[config.mk]
export PLATFORM = sky130hd
export DESIGN_NAME = sisr_router
export DESIGN_NICKNAME = d
export VERILOG_FILES = /design/src/design/sisr_pkg.sv /design/src/design/sisr_func_select.sv /design/src/design/sisr_router.sv
export VERILOG_INCLUDE_DIRS = /design/src /design/src/design
export SDC_FILE = /design/constraint.sdc
export NUM_CORES = 1
export LEC_CHECK = 0
export BUFFER_PORTS_ARGS = -buffer_cell sky130_fd_sc_hd__buf_2
export CAP_MARGIN = 20
export CORE_ASPECT_RATIO = 1.1
export CORE_MARGIN = 5
export CORE_UTILIZATION = 50
export CTS_CLUSTER_DIAMETER = 120
export DETAILED_ROUTE_END_ITERATION = 7
export PLACE_DENSITY = 0.7
export RECOVER_POWER = 50
export SYNTH_ARGS = -nofsm -noshare
export SYNTH_HDL_FRONTEND = slang
export SYNTH_HIERARCHICAL = 1
export SYNTH_SLANG_ARGS = --single-unit
[constraint.sdc]
create_clock -name core_clk -period 5.35 [get_ports core_clk]
set_input_delay 0.2675 -clock core_clk [delete_from_list [all_inputs] [get_ports core_clk]]
set_output_delay 0.2675 -clock core_clk [all_outputs]
set_load 0.02 [all_outputs]
[src/design/sisr_regs.svh]
`ifndef SISR_REGS_SVH
`define SISR_REGS_SVH

// register byte offsets on the Avalon-MM slave
`define SISR_OFF_SEL1 8'h00
`define SISR_OFF_SEL2 8'h04
`define SISR_OFF_SEL3 8'h08
`define SISR_OFF_SEL4 8'h0c
`define SISR_OFF_METHOD 8'h10
`define SISR_OFF_FWD_TL 8'h14
`define SISR_OFF_REV_TL 8'h18
`define SISR_OFF_STATUS 8'h1c
`define SISR_OFF_COUNT 8'h20

// reset values
`define SISR_RST_SEL1 16'h2100
`define SISR_RST_SEL2 16'h6543
`define SISR_RST_SEL3 16'h8888
`define SISR_RST_SEL4 16'h8888
`define SISR_RST_METHOD 4'h0
`define SISR_RST_TL 10'h064
`define SISR_TL_MAX 10'h320

// control method codes that enable the inhibit function
`define SISR_METHOD_INH_GATED 4'hb
`define SISR_METHOD_INH_COUNT 4'hc

// allocation mode digit values
`define SISR_MODE_DEFAULT 4'h0
`define SISR_MODE_CUSTOM 4'h1

// selection digit codes
`define SISR_SEL_LAST_NORMAL 4'h6
`define SISR_SEL_ALWAYS_ON 4'h7
`define SISR_SEL_ALWAYS_OFF 4'h8
`define SISR_SEL_INV_BASE 4'h9

// digit positions: word 1 holds mode, run, proportional, forward prohibit
`define SISR_POS_MODE 0
`define SISR_POS_RUN 4
`define SISR_POS_PCON 8
`define SISR_POS_POT 12
// word 2 holds reverse prohibit, alarm reset, forward and reverse limit requests
`define SISR_POS_NOT 0
`define SISR_POS_ALM 4
`define SISR_POS_PCL 8
`define SISR_POS_NCL 12

// fixed default map, terminal per function
`define SISR_DEF_RUN 4'h0
`define SISR_DEF_PCON 4'h1
`define SISR_DEF_POT 4'h2
`define SISR_DEF_NOT 4'h3
`define SISR_DEF_ALM 4'h4
`define SISR_DEF_PCL 4'h5
`define SISR_DEF_NCL 4'h6

// function indices
`define SISR_FN_RUN 0
`define SISR_FN_PCON 1
`define SISR_FN_POT 2
`define SISR_FN_NOT 3
`define SISR_FN_ALM 4
`define SISR_FN_PCL 5
`define SISR_FN_NCL 6
`define SISR_FN_COUNT 7

`endif

[src/design/sisr_pkg.sv]
`default_nettype none
package sisr_pkg;
   typedef logic [3:0] sisr_digit_t;
   typedef logic [15:0] sisr_word_t;
   typedef logic [9:0] sisr_limit_t;
   typedef logic [6:0] sisr_term_t;
endpackage
`default_nettype wire

[src/design/sisr_func_select.sv]
`include "sisr_regs.svh"
`default_nettype none
module sisr_func_select
   import sisr_pkg::*;
(
   input wire sisr_digit_t sel, // source digit of one function
   input wire sisr_term_t term_level, // synchronized terminal levels, low = on
   output logic func_on // decoded function, high = active
);
   always_comb begin
      if (sel == `SISR_SEL_ALWAYS_ON) begin
         func_on = 1'b1;
      end else if (sel == `SISR_SEL_ALWAYS_OFF) begin
         func_on = 1'b0;
      end else if (sel <= `SISR_SEL_LAST_NORMAL) begin
         func_on = ~term_level[sel[2:0]];
      end else begin
         // inverted polarity loses fail-safe on a broken wire
         func_on = term_level[3'(sel - `SISR_SEL_INV_BASE)];
      end
   end
endmodule // sisr_func_select
`default_nettype wire

[src/design/sisr_router.sv]
// Summary of operation
// - control method C enables inhibit yet counts every reference pulse.
// - control method B counts pulses while inhibit off, stops and locks while on.
// - default map: terminals 0..6 feed run, proportional, prohibits, reset, limits.
// - allocation mode 0 uses fixed map, 1 uses per-function selection digits.
// - in mode 0 terminal 1 switches between proportional and inhibit by method.
// - selection words reset to 2100, 6543, 8888, 8888; word 1 digits 1-3 and all of word 2 pick a source, words 3 and 4 are unused.
// - either limit request applies both torque limits; limits 0..800, default 100.
// - digit 0-6 normal terminal, 7 always on, 8 always off, 9-F inverted.
// - several functions may share one terminal.
//
// Local design decisions: the placing of the registers and register access over Avalon-MM.
`include "sisr_regs.svh"
`default_nettype none
module sisr_router
   import sisr_pkg::*;
(
   input wire logic core_clk, // system clock, 200 MHz
   input wire logic sys_rst, // synchronous reset, active high
   input wire logic clk_en, // freezes all state while low
   input wire logic [7:0] avs_address, // byte address
   input wire logic avs_read, // read request
   input wire logic avs_write, // write request
   input wire logic [3:0] avs_byteenable, // write byte lanes
   input wire logic [31:0] avs_writedata, // write data
   output logic [31:0] avs_readdata, // read data
   output logic avs_waitrequest, // high while the request is not yet taken
   input wire logic input_terminal_0, // terminal pin, low = on
   input wire logic input_terminal_1, // terminal pin, low = on
   input wire logic input_terminal_2, // terminal pin, low = on
   input wire logic input_terminal_3, // terminal pin, low = on
   input wire logic input_terminal_4, // terminal pin, low = on
   input wire logic input_terminal_5, // terminal pin, low = on
   input wire logic input_terminal_6, // terminal pin, low = on
   input wire logic ref_pulse_in, // position reference pulse pin
   output logic run_enable, // run enable function
   output logic proportional_control_in, // proportional control function
   output logic pulse_inhibit, // reference pulse inhibit function
   output logic forward_prohibit_in, // forward travel prohibit
   output logic reverse_prohibit_in, // reverse travel prohibit
   output logic alarm_reset_in, // alarm reset function
   output logic forward_limit_request_in, // forward torque limit request
   output logic reverse_limit_request_in, // reverse torque limit request
   output logic torque_limit_active, // external torque limits applied
   output logic [9:0] fwd_torque_limit_out, // applied forward limit, zero when inactive
   output logic [9:0] rev_torque_limit_out, // applied reverse limit, zero when inactive
   output logic position_locked, // motor held, pulses not counted
   output logic ref_pulse_counted // one-cycle strobe per counted pulse
);

   ////////////////////////////////////////////////////////////////////////////
   // synchronizers

   sisr_term_t term_pins;
   sisr_term_t term_s1_reg, term_s1_next, term_s2_reg, term_s2_next;
   logic pulse_s1_reg, pulse_s1_next, pulse_s2_reg, pulse_s2_next, pulse_s3_reg, pulse_s3_next;

   assign term_pins = {input_terminal_6, input_terminal_5, input_terminal_4, input_terminal_3,
                       input_terminal_2, input_terminal_1, input_terminal_0};

   always_comb begin
      term_s1_next = term_pins;
      term_s2_next = term_s1_reg;
      pulse_s1_next = ref_pulse_in;
      pulse_s2_next = pulse_s1_reg;
      pulse_s3_next = pulse_s2_reg;
   end

   always_ff @(posedge core_clk) begin
      if (sys_rst) begin
         term_s1_reg <= 7'h7f;
         term_s2_reg <= 7'h7f;
         pulse_s1_reg <= 1'b0;
         pulse_s2_reg <= 1'b0;
         pulse_s3_reg <= 1'b0;
      end else if (clk_en) begin
         term_s1_reg <= term_s1_next;
         term_s2_reg <= term_s2_next;
         pulse_s1_reg <= pulse_s1_next;
         pulse_s2_reg <= pulse_s2_next;
         pulse_s3_reg <= pulse_s3_next;
      end
   end

   ////////////////////////////////////////////////////////////////////////////
   // register file and Avalon-MM slave, one wait cycle per access

   sisr_word_t sel1_reg, sel1_next, sel2_reg, sel2_next, sel3_reg, sel3_next, sel4_reg, sel4_next;
   sisr_digit_t method_reg, method_next;
   sisr_limit_t fwd_tl_reg, fwd_tl_next, rev_tl_reg, rev_tl_next;
   logic wait_reg, wait_next;
   logic [31:0] rdata_reg, rdata_next;
   logic [31:0] status_word, count_reg, count_next;

   function automatic sisr_word_t merge16(input sisr_word_t old, input logic [31:0] wd, input logic [3:0] be);
      merge16 = {be[1] ? wd[15:8] : old[15:8], be[0] ? wd[7:0] : old[7:0]};
   endfunction

   // out-of-range limits saturate rather than wrap
   function automatic sisr_limit_t clamp_tl(input sisr_word_t v);
      clamp_tl = (v > {6'h00, `SISR_TL_MAX}) ? `SISR_TL_MAX : v[9:0];
   endfunction

   always_comb begin
      logic [31:0] rd;
      rd = 32'h0000_0000;
      sel1_next = sel1_reg;
      sel2_next = sel2_reg;
      sel3_next = sel3_reg;
      sel4_next = sel4_reg;
      method_next = method_reg;
      fwd_tl_next = fwd_tl_reg;
      rev_tl_next = rev_tl_reg;
      wait_next = wait_reg;
      rdata_next = rdata_reg;
      unique case (avs_address)
         `SISR_OFF_SEL1: rd = {16'h0000, sel1_reg};
         `SISR_OFF_SEL2: rd = {16'h0000, sel2_reg};
         `SISR_OFF_SEL3: rd = {16'h0000, sel3_reg};
         `SISR_OFF_SEL4: rd = {16'h0000, sel4_reg};
         `SISR_OFF_METHOD: rd = {28'h0000000, method_reg};
         `SISR_OFF_FWD_TL: rd = {22'h000000, fwd_tl_reg};
         `SISR_OFF_REV_TL: rd = {22'h000000, rev_tl_reg};
         `SISR_OFF_STATUS: rd = status_word;
         `SISR_OFF_COUNT: rd = count_reg;
         default: rd = 32'h0000_0000;
      endcase
      if (!wait_reg) begin
         wait_next = 1'b1;
      end else if (avs_read || avs_write) begin
         wait_next = 1'b0;
         rdata_next = avs_read ? rd : 32'h0000_0000;
      end
      // write lands at the edge where waitrequest is seen low
      if (avs_write && !wait_reg) begin
         unique case (avs_address)
            `SISR_OFF_SEL1: sel1_next = merge16(sel1_reg, avs_writedata, avs_byteenable);
            `SISR_OFF_SEL2: sel2_next = merge16(sel2_reg, avs_writedata, avs_byteenable);
            `SISR_OFF_SEL3: sel3_next = merge16(sel3_reg, avs_writedata, avs_byteenable);
            `SISR_OFF_SEL4: sel4_next = merge16(sel4_reg, avs_writedata, avs_byteenable);
            `SISR_OFF_METHOD: method_next = avs_byteenable[0] ? avs_writedata[3:0] : method_reg;
            `SISR_OFF_FWD_TL: fwd_tl_next = clamp_tl(merge16({6'h00, fwd_tl_reg}, avs_writedata, avs_byteenable));
            `SISR_OFF_REV_TL: rev_tl_next = clamp_tl(merge16({6'h00, rev_tl_reg}, avs_writedata, avs_byteenable));
            default: ;
         endcase
      end
   end

   always_ff @(posedge core_clk) begin
      if (sys_rst) begin
         sel1_reg <= `SISR_RST_SEL1;
         sel2_reg <= `SISR_RST_SEL2;
         sel3_reg <= `SISR_RST_SEL3;
         sel4_reg <= `SISR_RST_SEL4;
         method_reg <= `SISR_RST_METHOD;
         fwd_tl_reg <= `SISR_RST_TL;
         rev_tl_reg <= `SISR_RST_TL;
         wait_reg <= 1'b1;
         rdata_reg <= 32'h0000_0000;
      end else if (clk_en) begin
         sel1_reg <= sel1_next;
         sel2_reg <= sel2_next;
         sel3_reg <= sel3_next;
         sel4_reg <= sel4_next;
         method_reg <= method_next;
         fwd_tl_reg <= fwd_tl_next;
         rev_tl_reg <= rev_tl_next;
         wait_reg <= wait_next;
         rdata_reg <= rdata_next;
      end
   end

   assign avs_waitrequest = wait_reg;
   assign avs_readdata = rdata_reg;

   ////////////////////////////////////////////////////////////////////////////
   // routing

   sisr_digit_t sel_digit [`SISR_FN_COUNT];
   logic [`SISR_FN_COUNT-1:0] func_raw;
   logic mode_custom, inh_en, method_gated;

   assign mode_custom = (sel1_reg[`SISR_POS_MODE +: 4] == `SISR_MODE_CUSTOM);
   assign method_gated = (method_reg == `SISR_METHOD_INH_GATED);
   assign inh_en = method_gated || (method_reg == `SISR_METHOD_INH_COUNT);

   always_comb begin
      if (mode_custom) begin
         sel_digit[`SISR_FN_RUN] = sel1_reg[`SISR_POS_RUN +: 4];
         sel_digit[`SISR_FN_PCON] = sel1_reg[`SISR_POS_PCON +: 4];
         sel_digit[`SISR_FN_POT] = sel1_reg[`SISR_POS_POT +: 4];
         sel_digit[`SISR_FN_NOT] = sel2_reg[`SISR_POS_NOT +: 4];
         sel_digit[`SISR_FN_ALM] = sel2_reg[`SISR_POS_ALM +: 4];
         sel_digit[`SISR_FN_PCL] = sel2_reg[`SISR_POS_PCL +: 4];
         sel_digit[`SISR_FN_NCL] = sel2_reg[`SISR_POS_NCL +: 4];
      end else begin
         sel_digit[`SISR_FN_RUN] = `SISR_DEF_RUN;
         sel_digit[`SISR_FN_PCON] = `SISR_DEF_PCON;
         sel_digit[`SISR_FN_POT] = `SISR_DEF_POT;
         sel_digit[`SISR_FN_NOT] = `SISR_DEF_NOT;
         sel_digit[`SISR_FN_ALM] = `SISR_DEF_ALM;
         sel_digit[`SISR_FN_PCL] = `SISR_DEF_PCL;
         sel_digit[`SISR_FN_NCL] = `SISR_DEF_NCL;
      end
   end

   // each function decodes independently, so digits may name the same terminal
   for (genvar i = 0; i < `SISR_FN_COUNT; i++) begin : g_fn
      sisr_func_select u_sel (
         .sel(sel_digit[i]),
         .term_level(term_s2_reg),
         .func_on(func_raw[i])
      );
   end

   ////////////////////////////////////////////////////////////////////////////
   // function outputs, pulse gating, torque limits

   logic [7:0] fn_reg, fn_next;
   logic tl_act_reg, tl_act_next, locked_reg, locked_next, counted_reg, counted_next;
   sisr_limit_t fwd_out_reg, fwd_out_next, rev_out_reg, rev_out_next;
   logic pulse_edge, count_ok;

   assign pulse_edge = pulse_s2_reg && !pulse_s3_reg;
   // only method B lets the inhibit input stop counting
   assign count_ok = !(method_gated && func_raw[`SISR_FN_PCON]);

   always_comb begin
      fn_next = {func_raw[`SISR_FN_NCL], func_raw[`SISR_FN_PCL], func_raw[`SISR_FN_ALM],
                 func_raw[`SISR_FN_NOT], func_raw[`SISR_FN_POT],
                 func_raw[`SISR_FN_PCON] && inh_en,
                 func_raw[`SISR_FN_PCON] && !inh_en,
                 func_raw[`SISR_FN_RUN]};
      locked_next = method_gated && func_raw[`SISR_FN_PCON];
      tl_act_next = func_raw[`SISR_FN_PCL] || func_raw[`SISR_FN_NCL];
      fwd_out_next = tl_act_next ? fwd_tl_reg : 10'h000;
      rev_out_next = tl_act_next ? rev_tl_reg : 10'h000;
      counted_next = pulse_edge && count_ok;
      count_next = counted_next ? count_reg + 32'h0000_0001 : count_reg;
   end

   always_ff @(posedge core_clk) begin
      if (sys_rst) begin
         fn_reg <= 8'h00;
         locked_reg <= 1'b0;
         tl_act_reg <= 1'b0;
         fwd_out_reg <= 10'h000;
         rev_out_reg <= 10'h000;
         counted_reg <= 1'b0;
         count_reg <= 32'h0000_0000;
      end else if (clk_en) begin
         fn_reg <= fn_next;
         locked_reg <= locked_next;
         tl_act_reg <= tl_act_next;
         fwd_out_reg <= fwd_out_next;
         rev_out_reg <= rev_out_next;
         counted_reg <= counted_next;
         count_reg <= count_next;
      end
   end

   assign {reverse_limit_request_in, forward_limit_request_in, alarm_reset_in, reverse_prohibit_in,
           forward_prohibit_in, pulse_inhibit, proportional_control_in, run_enable} = fn_reg;
   assign torque_limit_active = tl_act_reg;
   assign fwd_torque_limit_out = fwd_out_reg;
   assign rev_torque_limit_out = rev_out_reg;
   assign position_locked = locked_reg;
   assign ref_pulse_counted = counted_reg;
   assign status_word = {14'h0000, locked_reg, tl_act_reg, fn_reg, 1'b0, term_s2_reg};
endmodule // sisr_router
`default_nettype wire

==> results of run 1 <==
## power groups by stage
| stage | Clock (mW) | Combinational [mW] | Sequential [mW] |
|---|---|---|---|
| finish | 1.54 | 0.178 | 1.52 |
| CTS | 1.57 | 0.178 | 1.52 |
| detailed placement | 0 | 0.173 | 1.55 |
| floorplan | 0 | 0.105 | 1.55 |
| global route | 1.65 | 0.191 | 1.52 |
| global placement | 0 | 0.171 | 1.55 |
## worst paths after layout
check,to,slack (ns),cells past startpoint,startpoint
worst max-delay path,count_reg[21],0.82,14,sel1_reg[1]
worst min-delay path,sel3_reg[15],0.05,3,avs_writedata[15]
worst max register to register,count_reg[21],0.82,14,sel1_reg[1]
worst min register to register,avs_readdata[10],0.45,2,avs_readdata[10]
## routing by layer
| metal | vias to the layer above | GRT usage | share of wire |
|---|---|---|---|
| met4 | 0 | 0.0958 | 0.036 |
| met1 | 4368 | 0.334 | 0.43 |
| met2 | 367 | 0.410 | 0.47 |
| met5 | - | 0 | 0 |
| li1 | 4356 | - | - |
| met3 | 68 | 0.0382 | 0.071 |
## tightest hold or removal path, stage by stage
cell and delay [ns]:
buf_2 0.12, mux2i_1 0.08, nand2_1 0.06
## layout make-up
| type | instances | area [µm²] | area share |
|---|---|---|---|
| clock buffers | 33 | 693 | 0.0593 |
| repair buffers | 121 | 591 | 0.0505 |
| well taps | 256 | 320 | 0.0274 |
| flip-flops and latches | 201 | 4020 | 0.344 |
| clock inverters | 9 | 57.6 | 0.00492 |
| diodes | 1 | 2.50 | 0.000214 |
| inverters | 30 | 113 | 0.00963 |
| multi-input cells | 852 | 5890 | 0.504 |
## stage by stage
stage                      util  hold WS, ns
final                     0.570       0.0458
after global routing      0.570       0.0536
after CTS                 0.576       0.0393
after detailed placement  0.536        0.439
after global placement    0.536        0.433
after floorplan               -        0.393
## synthesized netlist by cell type (12+ instances only)
cell and n:
dfxtp_1 201, nor2_1 148, nand2_1 117, mux2i_1 111
a22oi_1 49, a21oi_1 47, clkbuf_1 46, o21ai_0 40
inv_1 29, and2_1 23, ha_1 22, nand2b_1 19
nand4_1 19, xnor2_1 15, mux4_2 14, nand3_1 14
o22ai_1 14, a222oi_1 12
## what timing repair did
item | 4_1_cts | 5_1_grt
hold buffers | 8 | 0
setup buffers | 0 | 0
endpoints found under the hold margin | 8 | 0
## logic make-up after synthesis
kind of cell | Yosys count | synth area share
fa+ha+maj | 22 | 0.0265
flops | 201 | 0.387
compound gates | 239 | 0.161
buf+inv | 100 | 0.0439
simple gates | 429 | 0.211
mux | 136 | 0.149
xor+xnor | 26 | 0.0219
==> impl_metrics.ini, run 1 <==
[global_routing]
antenna_found_initial = 1
grt_usage = 0.250
grt_pass1_wl_um = 48400
first_global_vias = 8779
grt_overflow_total = 0
grt_max_degree = 86

[pwr]
ir_drop_uv = 245
power_mw = 3.24
p_clk_frac = 0.476
power_density_nw_per_um2 = 277
leakage_nw = 4.23
p_seq_frac = 0.469
power.switching_mw = 0.776
swShare = 0.239
comb_power_share = 0.055
p_int_mw = 2.47

[timing]
rsz0062_at_grt = false
clock_skew_ns = 0.0159
max-slew-margin-rel = -0.418
slew_viol_final = 35
tns_ns = 0
finalCritPeriodShare = 0.847
max_freq_mhz = 221
setup_viol = 0
setup_ws_ns = 0.817
min_period_ns = 4.53
tightest_slew_ns = 2.13
hold_viol = 0

[worst_setup_path]
crit_path_top_delay_cell = a21oi_1
cp_common_cell = a21oi_1
path_cells = nor4b_2, nand2b_1, inv_1, ha_1, nand2_1, o22ai_1, o311ai_0, a31oi_1, a21oi_1, nand4b_1, o211ai_1, or4_4, or3_1, a21oi_1
path_max_fanout = 11
end_kind = flop
arrival_ns = 4.91
cp.required_ns = 5.73
worstSetupPathType = flop to flop
start_kind = flop
cp_top_family = compound AO/OA/AOI/OAI gates
crit_buf_inv = 1
critPathMaxStageDelay_ns = 0.65

[cells_and_area]
layout_commonest_cell = dfxtp_1
fin_nets = 1308
layout_common_cells = dfxtp_1, nor2_1, nand2_1
postLayoutCellArea_um2 = 11700
areaGrowthSynthToFinish_pct = 12.4
fillers = 1894
fin_cells = 1503
drive_above_1_share = 0.114

[clock_tree]
h-tree-depth = 1
clock-sinks = 201
cts-resized-gates = 0
clk_pin_slew_worst_paths_ns = 0.06
clk_latency_ns = 0.52
clock_path_buffers = 3
cts_made_buffers = 23
cts_root_buf = clkbuf_16
cts_tree = done

[drt]
drc = 0
routedWlPerCell_um = 20.2
postRouteAntennaNets = 0
drt-total-wl_um = 30300
avgViaCountPerCell = 6.09
drtIter0Drc = 822
num_vias = 9159
drtPass1Iterations = 7

[synthesis]
ys_seq_area_frac = 0.387
synthTopCellsByArea = dfxtp_1, mux2i_1, nor2_1
synth_top_cell_area_share = 0.387
ys.flop_type = dfxtp_1
synth_edf_count = 0
async_flop_share = 0
yosys.area.top_type = dfxtp_1
ys_types = 76
synth_seq_cells = 201
yosys_warnings = 6
synth_cells = 1153
mappedNetlistArea_um2 = 10400
avgSynthCellArea_um2 = 9.02
synth_nets = 1232

[outcome]
violations = max-capacitance violations, max-slew violations
status = finished, violations left

[floorplanning]
die_h_um = 161
die_w_um = 148
num_rows = 55
coreArea_um2 = 20500
dieArea_um2 = 23800
ios = 121
start_util = 0.507

[place]
gp_congestion = 0.929
placed_cells = 1452
port_buffers = 102
dp_slack_ns = 0.882
dp_hpwl_um = 20900
placedInstanceArea_um2 = 11000

[min_path]
hold_path.class = input port to flop

[job]
cap_violations = 1
No activity file was read; power rests on OpenSTA's default activity.
==> run 2, diff against run 1 <==
--- a/config.mk
+++ b/config.mk
@@ -13,7 +13,7 @@
 export CORE_UTILIZATION = 50
 export CTS_CLUSTER_DIAMETER = 120
 export DETAILED_ROUTE_END_ITERATION = 7
-export PLACE_DENSITY = 0.7
+export PLACE_DENSITY = 0.73
 export RECOVER_POWER = 50
 export SYNTH_ARGS = -nofsm -noshare
 export SYNTH_HDL_FRONTEND = slang
==> constraint.sdc (replaced) <==
create_clock -name core_clk -period 3.9 [get_ports core_clk]
set_input_delay 0.195 -clock core_clk [delete_from_list [all_inputs] [get_ports core_clk]]
set_output_delay 0.195 -clock core_clk [all_outputs]
set_load 0.02 [all_outputs]
==> run 2 against run 1 <==
  * The flow still finishes with violations (max-capacitance violations, max-slew violations)
  * Via count is 1.7% higher
  * Core utilization is 0.58 points higher
  * Design area is 1.0% higher
  * Sequential power is 37% higher
  * Combinational power is 46% higher
  * Global-route usage is 0.12 points lower
  * First-iteration DRC count is 1.1% higher
  * Critical path depth is 1 higher
  * Largest power group is now sequential cells
  * Fmax is 26% higher
  * Wire length is 0.47% higher
  * Clock skew is 0.0063 ns higher
  * Clock-buffer cell count is 3 lower
==> impl_metrics.ini, run 2 (synthesized netlist as in run 1, its figures left out) <==
[outcome]
status = finished, violations left
violations = max-capacitance violations, max-slew violations

[timing]
min_period_ns = 3.61
finalCritPeriodShare = 0.926
tightest_slew_ns = 2.06
max-slew-margin-rel = -0.371
clock_skew_ns = 0.0222
tns_ns = 0
slew_viol_final = 40
hold_viol = 0
setup_ws_ns = 0.289
max_freq_mhz = 277
setup_viol = 0
rsz0062_at_grt = false

[cells_and_area]
layout_common_cells = dfxtp_1, nor2_1, nand2_1
fin_nets = 1326
diodes = 0
layout_commonest_cell = dfxtp_1
areaGrowthSynthToFinish_pct = 13.5
fillers = 1840
drive_above_1_share = 0.122
postLayoutCellArea_um2 = 11800
fin_cells = 1517

[place]
dp_slack_ns = 0.0897
placed_cells = 1467
port_buffers = 102
placedInstanceArea_um2 = 11100
gp_congestion = 0.904
dp_hpwl_um = 21100

[worst_setup_path]
path_max_fanout = 10
start_kind = flop
critPathLaunch = sel1_reg[1]
cp.required_ns = 4.34
path_cells = nor4b_4, and2_1, buf_4, ha_1, inv_1, a31o_2, or3b_1, a31oi_1, a21oi_2, buf_4, a211oi_2, nand4b_1, buf_4, or3_1, a21oi_1
end_kind = flop
crit_path_top_delay_cell = or3b_1
arrival_ns = 4.05
regToRegStartpoint = sel1_reg[1]
critPathMaxStageDelay_ns = 0.39
cp_common_cell = buf_4
worstSetupPathType = flop to flop

[clock_tree]
clock_path_buffers = 3
cts_tree = done
clk_latency_ns = 0.51
cts_made_buffers = 22
h-tree-depth = 1
clk_pin_slew_worst_paths_ns = 0.06
cts_root_buf = clkbuf_16
clock-sinks = 201

[drt]
postRouteAntennaNets = 0
drc = 0
routedWlPerCell_um = 20.1
num_vias = 9315
avgViaCountPerCell = 6.14
drtIter0Drc = 831
drtPass1Iterations = 7
drt-total-wl_um = 30500

[pwr]
power_density_nw_per_um2 = 371
power_mw = 4.38
leakage_nw = 4.29
ir_drop_uv = 278

[global_routing]
met2_usage = 0.408
first_global_vias = 8863
grt_usage = 0.249
grt-busiest-layer = met2
grt_overflow_total = 0
grt_use_met3 = 0.0443
grt_max_degree = 92
grt_pass1_wl_um = 48100
antenna_found_initial = 0
global_route.usage.met1 = 0.329

[floorplanning]
start_util = 0.507
die_h_um = 161
ios = 121
die_w_um = 148
dieArea_um2 = 23800
num_rows = 55
coreArea_um2 = 20500

[min_path]
hold_path.class = input port to flop
hp-start = avs_writedata[10]

[job]
cap_violations = 1
==> run 2: report_power, final <==
group	internal [mW]	leakage, nW	switching (mW)
Clock	1.20	0.349	0.846
Combinational	0.0828	2.32	0.178
Sequential	2.07	1.62	0.0105
Total	3.35	4.29	1.03
==> run 2: per-layer routing <==
metal,up-vias,wire length [µm]
met5,-,0
met4,0,929
met3,74,2390
met2,402,14400
met1,4447,12700
li1,4392,-
==> run 2: worst max-delay path, delay by kind of cell (launching register included) <==
family / cells / cell delay [ns]
buffers and inverters: 4 / 0.55
adder cells (fa/ha/maj): 1 / 0.14
AO/OA/AOI/OAI: 5 / 1.06
flip-flops: 1 / 0.34
AND/OR/NAND/NOR: 5 / 1.45
==> run 2: stage by stage <==
stage	hold slack (ns)	util
after global routing	0.00752	0.576
final	0.0101	0.576
after detailed placement	0.414	0.542
after floorplan	0.320	-
after CTS	0.00283	0.581
after global placement	0.410	0.542
==> run 2: cell type report <==
| type | count | area (µm²) | share of cell area |
|---|---|---|---|
| multi-input cells | 852 | 5910 | 0.501 |
| flip-flops and latches | 201 | 4020 | 0.341 |
| repair buffers | 140 | 734 | 0.0622 |
| clock buffers | 30 | 632 | 0.0535 |
| well taps | 256 | 320 | 0.0271 |
| inverters | 30 | 113 | 0.00953 |
| clock inverters | 8 | 75.1 | 0.00636 |
==> run 2: final timing paths <==
check	depth (start not counted)	slack [ns]	end
worst max-delay path	15	0.29	count_reg[30]
worst max register to register	15	0.29	count_reg[30]
worst min register to register	2	0.45	avs_readdata[8]
worst min-delay path	3	0.01	sel2_reg[10]
==> run 2: repair_timing <==
action | in CTS | in global routing
hold buffers | 10 | 0
resized for setup | 0 | 1
endpoints found under the setup margin | 0 | 20
setup buffers | 0 | 2
endpoints found under the hold margin | 13 | 0
==> run 3, diff against run 2 <==
--- a/config.mk
+++ b/config.mk
@@ -10,11 +10,9 @@
 export CAP_MARGIN = 20
 export CORE_ASPECT_RATIO = 1.1
 export CORE_MARGIN = 5
-export CORE_UTILIZATION = 50
+export CORE_UTILIZATION = 25
 export CTS_CLUSTER_DIAMETER = 120
 export DETAILED_ROUTE_END_ITERATION = 7
-export PLACE_DENSITY = 0.73
-export RECOVER_POWER = 50
 export SYNTH_ARGS = -nofsm -noshare
 export SYNTH_HDL_FRONTEND = slang
 export SYNTH_HIERARCHICAL = 1
==> run 3 against run 2 <==
  * The run now ends clean
  * Global-route usage is 11 points lower
  * Non-clock buffer count stayed put
  * Worst hold slack better by 0.0064 ns
  * Core utilization is 28 points lower
  * Wire length is 11% higher
  * Critical path type unchanged
  * Highest routed layer is now met5
==> impl_metrics.ini, run 3 (synthesized netlist as in run 1, its figures left out) <==
[place]
port_buffers = 102
gp_congestion = 0.896
dp_hpwl_um = 24700

[pwr]
leakage_nw = 4.61
ir_drop_uv = 259
power_mw = 4.39
power_density_nw_per_um2 = 356

[global_routing]
grt_pass1_wl_um = 51900
grt_usage = 0.142
grt_max_degree = 87
grt_overflow_total = 0
first_global_vias = 8858
antenna_found_initial = 7

[floorplanning]
num_rows = 78
die_w_um = 204
ios = 121
coreArea_um2 = 41200
start_util = 0.253
dieArea_um2 = 45800
die_h_um = 224

[cells_and_area]
multi_input_area_um2 = 5950
fin_nets = 1325
layout_commonest_cell = dfxtp_1
fillers = 4341
regArea_um2 = 4020
layout_common_cells = dfxtp_1, nor2_1, nand2_1
drive_above_1_share = 0.177
areaGrowthSynthToFinish_pct = 18.4

[clock_tree]
clock-sinks = 201
post_cts_buffers = 0
cts_root_buf = clkbuf_16
cts_made_buffers = 21
h-tree-depth = 1
clk_latency_ns = 0.53
clk_pin_slew_worst_paths_ns = 0.07
clock_path_buffers = 3
cts_tree = done

[worst_setup_path]
reg2reg_slack_ns = 0.30
cp_common_cell = a21oi_1
path_cells = nor4b_4, and2_2, inv_1, ha_1, mux4_2, nand2_1, o311ai_0, a31oi_1, a21oi_1, nand4b_1, o211ai_1, or4_4, or3_1, a21oi_1
r2r_end = count_reg[25]
end_kind = flop
arrival_ns = 4.05
start_kind = flop
cp.required_ns = 4.36
critPathMaxStageDelay_ns = 0.52
path_max_fanout = 11
crit_path_top_delay_cell = or4_4
reg2reg_depth = 14
worstSetupPathType = flop to flop
regToRegStartpoint = sel1_reg[1]

[drt]
drt-total-wl_um = 33900
drtIter0Drc = 752
avgViaCountPerCell = 5.10
num_vias = 9296
drtPass1Iterations = 7
routedWlPerCell_um = 18.6
drc = 0
postRouteAntennaNets = 0

[min_path]
hp-start = avs_writedata[12]
min_delay_path_depth = 3
hold_path.class = input port to flop
hold_end = sel4_reg[12]

[timing]
max_freq_mhz = 278
max-slew-margin-rel = 0.299
clock_skew_ns = 0.0302
hold_viol = 0
finalCritPeriodShare = 0.922
slew_viol_final = 0
rsz0062_at_grt = false
tightest_slew_ns = 1.05
setup_viol = 0
min_period_ns = 3.60
tns_ns = 0

[outcome]
status = finished, final reports clean

[job]
cap_violations = 0
-- run 3: changes by cell type in the layout (fill, tap and decap cells not counted), sizes merged --
| cell | delta |
|---|---|
| inv | -1 |
| clkbuf | -66 |
| diode | +4 |
| buf | +64 |
| clkinv | -1 |
| dlygate4sd3 | +3 |
-- run 3: report_power, final --
part,internal [mW],switching (mW),total [mW]
combinational,0.0864,0.180,0.266
clock,1.19,0.853,2.04
sequential,2.06,0.0120,2.08
total,3.34,1.05,4.39
-- run 3: per-stage QoR --
step           hold slack [ns]  setup slack, ns  cell area [µm²]  cells   util
2_1_floorplan            0.320           0.0639            10400   1153      -
3_3_place_gp             0.411            0.287            11500   1770  0.279
3_5_place_dp             0.419            0.222            11500   1770  0.279
4_1_cts                0.00872            0.243            12300   1820  0.299
5_1_grt                 0.0436           0.0839            12300   1822  0.299
6_report                0.0165            0.304            12300   1824  0.299
-- run 3: worst max-delay path by stage --
stage / from / to / slack (ns) / depth (start not counted)
2_1_floorplan: sel1_reg[1] / count_reg[31] / 0.06 / 16
3_3_place_gp: sel1_reg[1] / count_reg[10] / 0.29 / 15
3_5_place_dp: sel1_reg[1] / count_reg[25] / 0.22 / 14
4_1_cts: sel1_reg[1] / count_reg[25] / 0.24 / 14
5_1_grt: sel1_reg[1] / count_reg[25] / 0.08 / 14
6_report: sel1_reg[1] / count_reg[25] / 0.30 / 14
-- run 3: critical path, delay by kind of cell, from the launching register on --
family,cells,cell delay (ns)
flip-flops,1,0.36
buffers and inverters,1,0.06
adder cells (fa/ha/maj),1,0.33
AND/OR/NAND/NOR,6,1.76
AO/OA/AOI/OAI,5,0.72
multiplexers,1,0.31
-- run 3: metal layers --
layer,vias to the layer above,global-route usage,share of wire
met3,83,0.0294,0.063
met1,4527,0.167,0.40
met2,289,0.243,0.49
li1,4391,-,-
met4,6,0.0744,0.046
met5,-,0,0.00094
-- run 3: layout make-up --
class	count	share of cell area
multi-input cells	852	0.483
flip-flops and latches	201	0.327
repair buffers	140	0.0674
well taps	560	0.0569
clock buffers	31	0.0514
inverters	30	0.00914
clock inverters	6	0.00498
diodes	4	0.000813
-- run 3: repair_timing --
action                                 CTS  global route
gates resized for setup                  0             2
hold buffers                            13             0
endpoints found under the hold margin   19             0
setup endpoints to repair                0             5
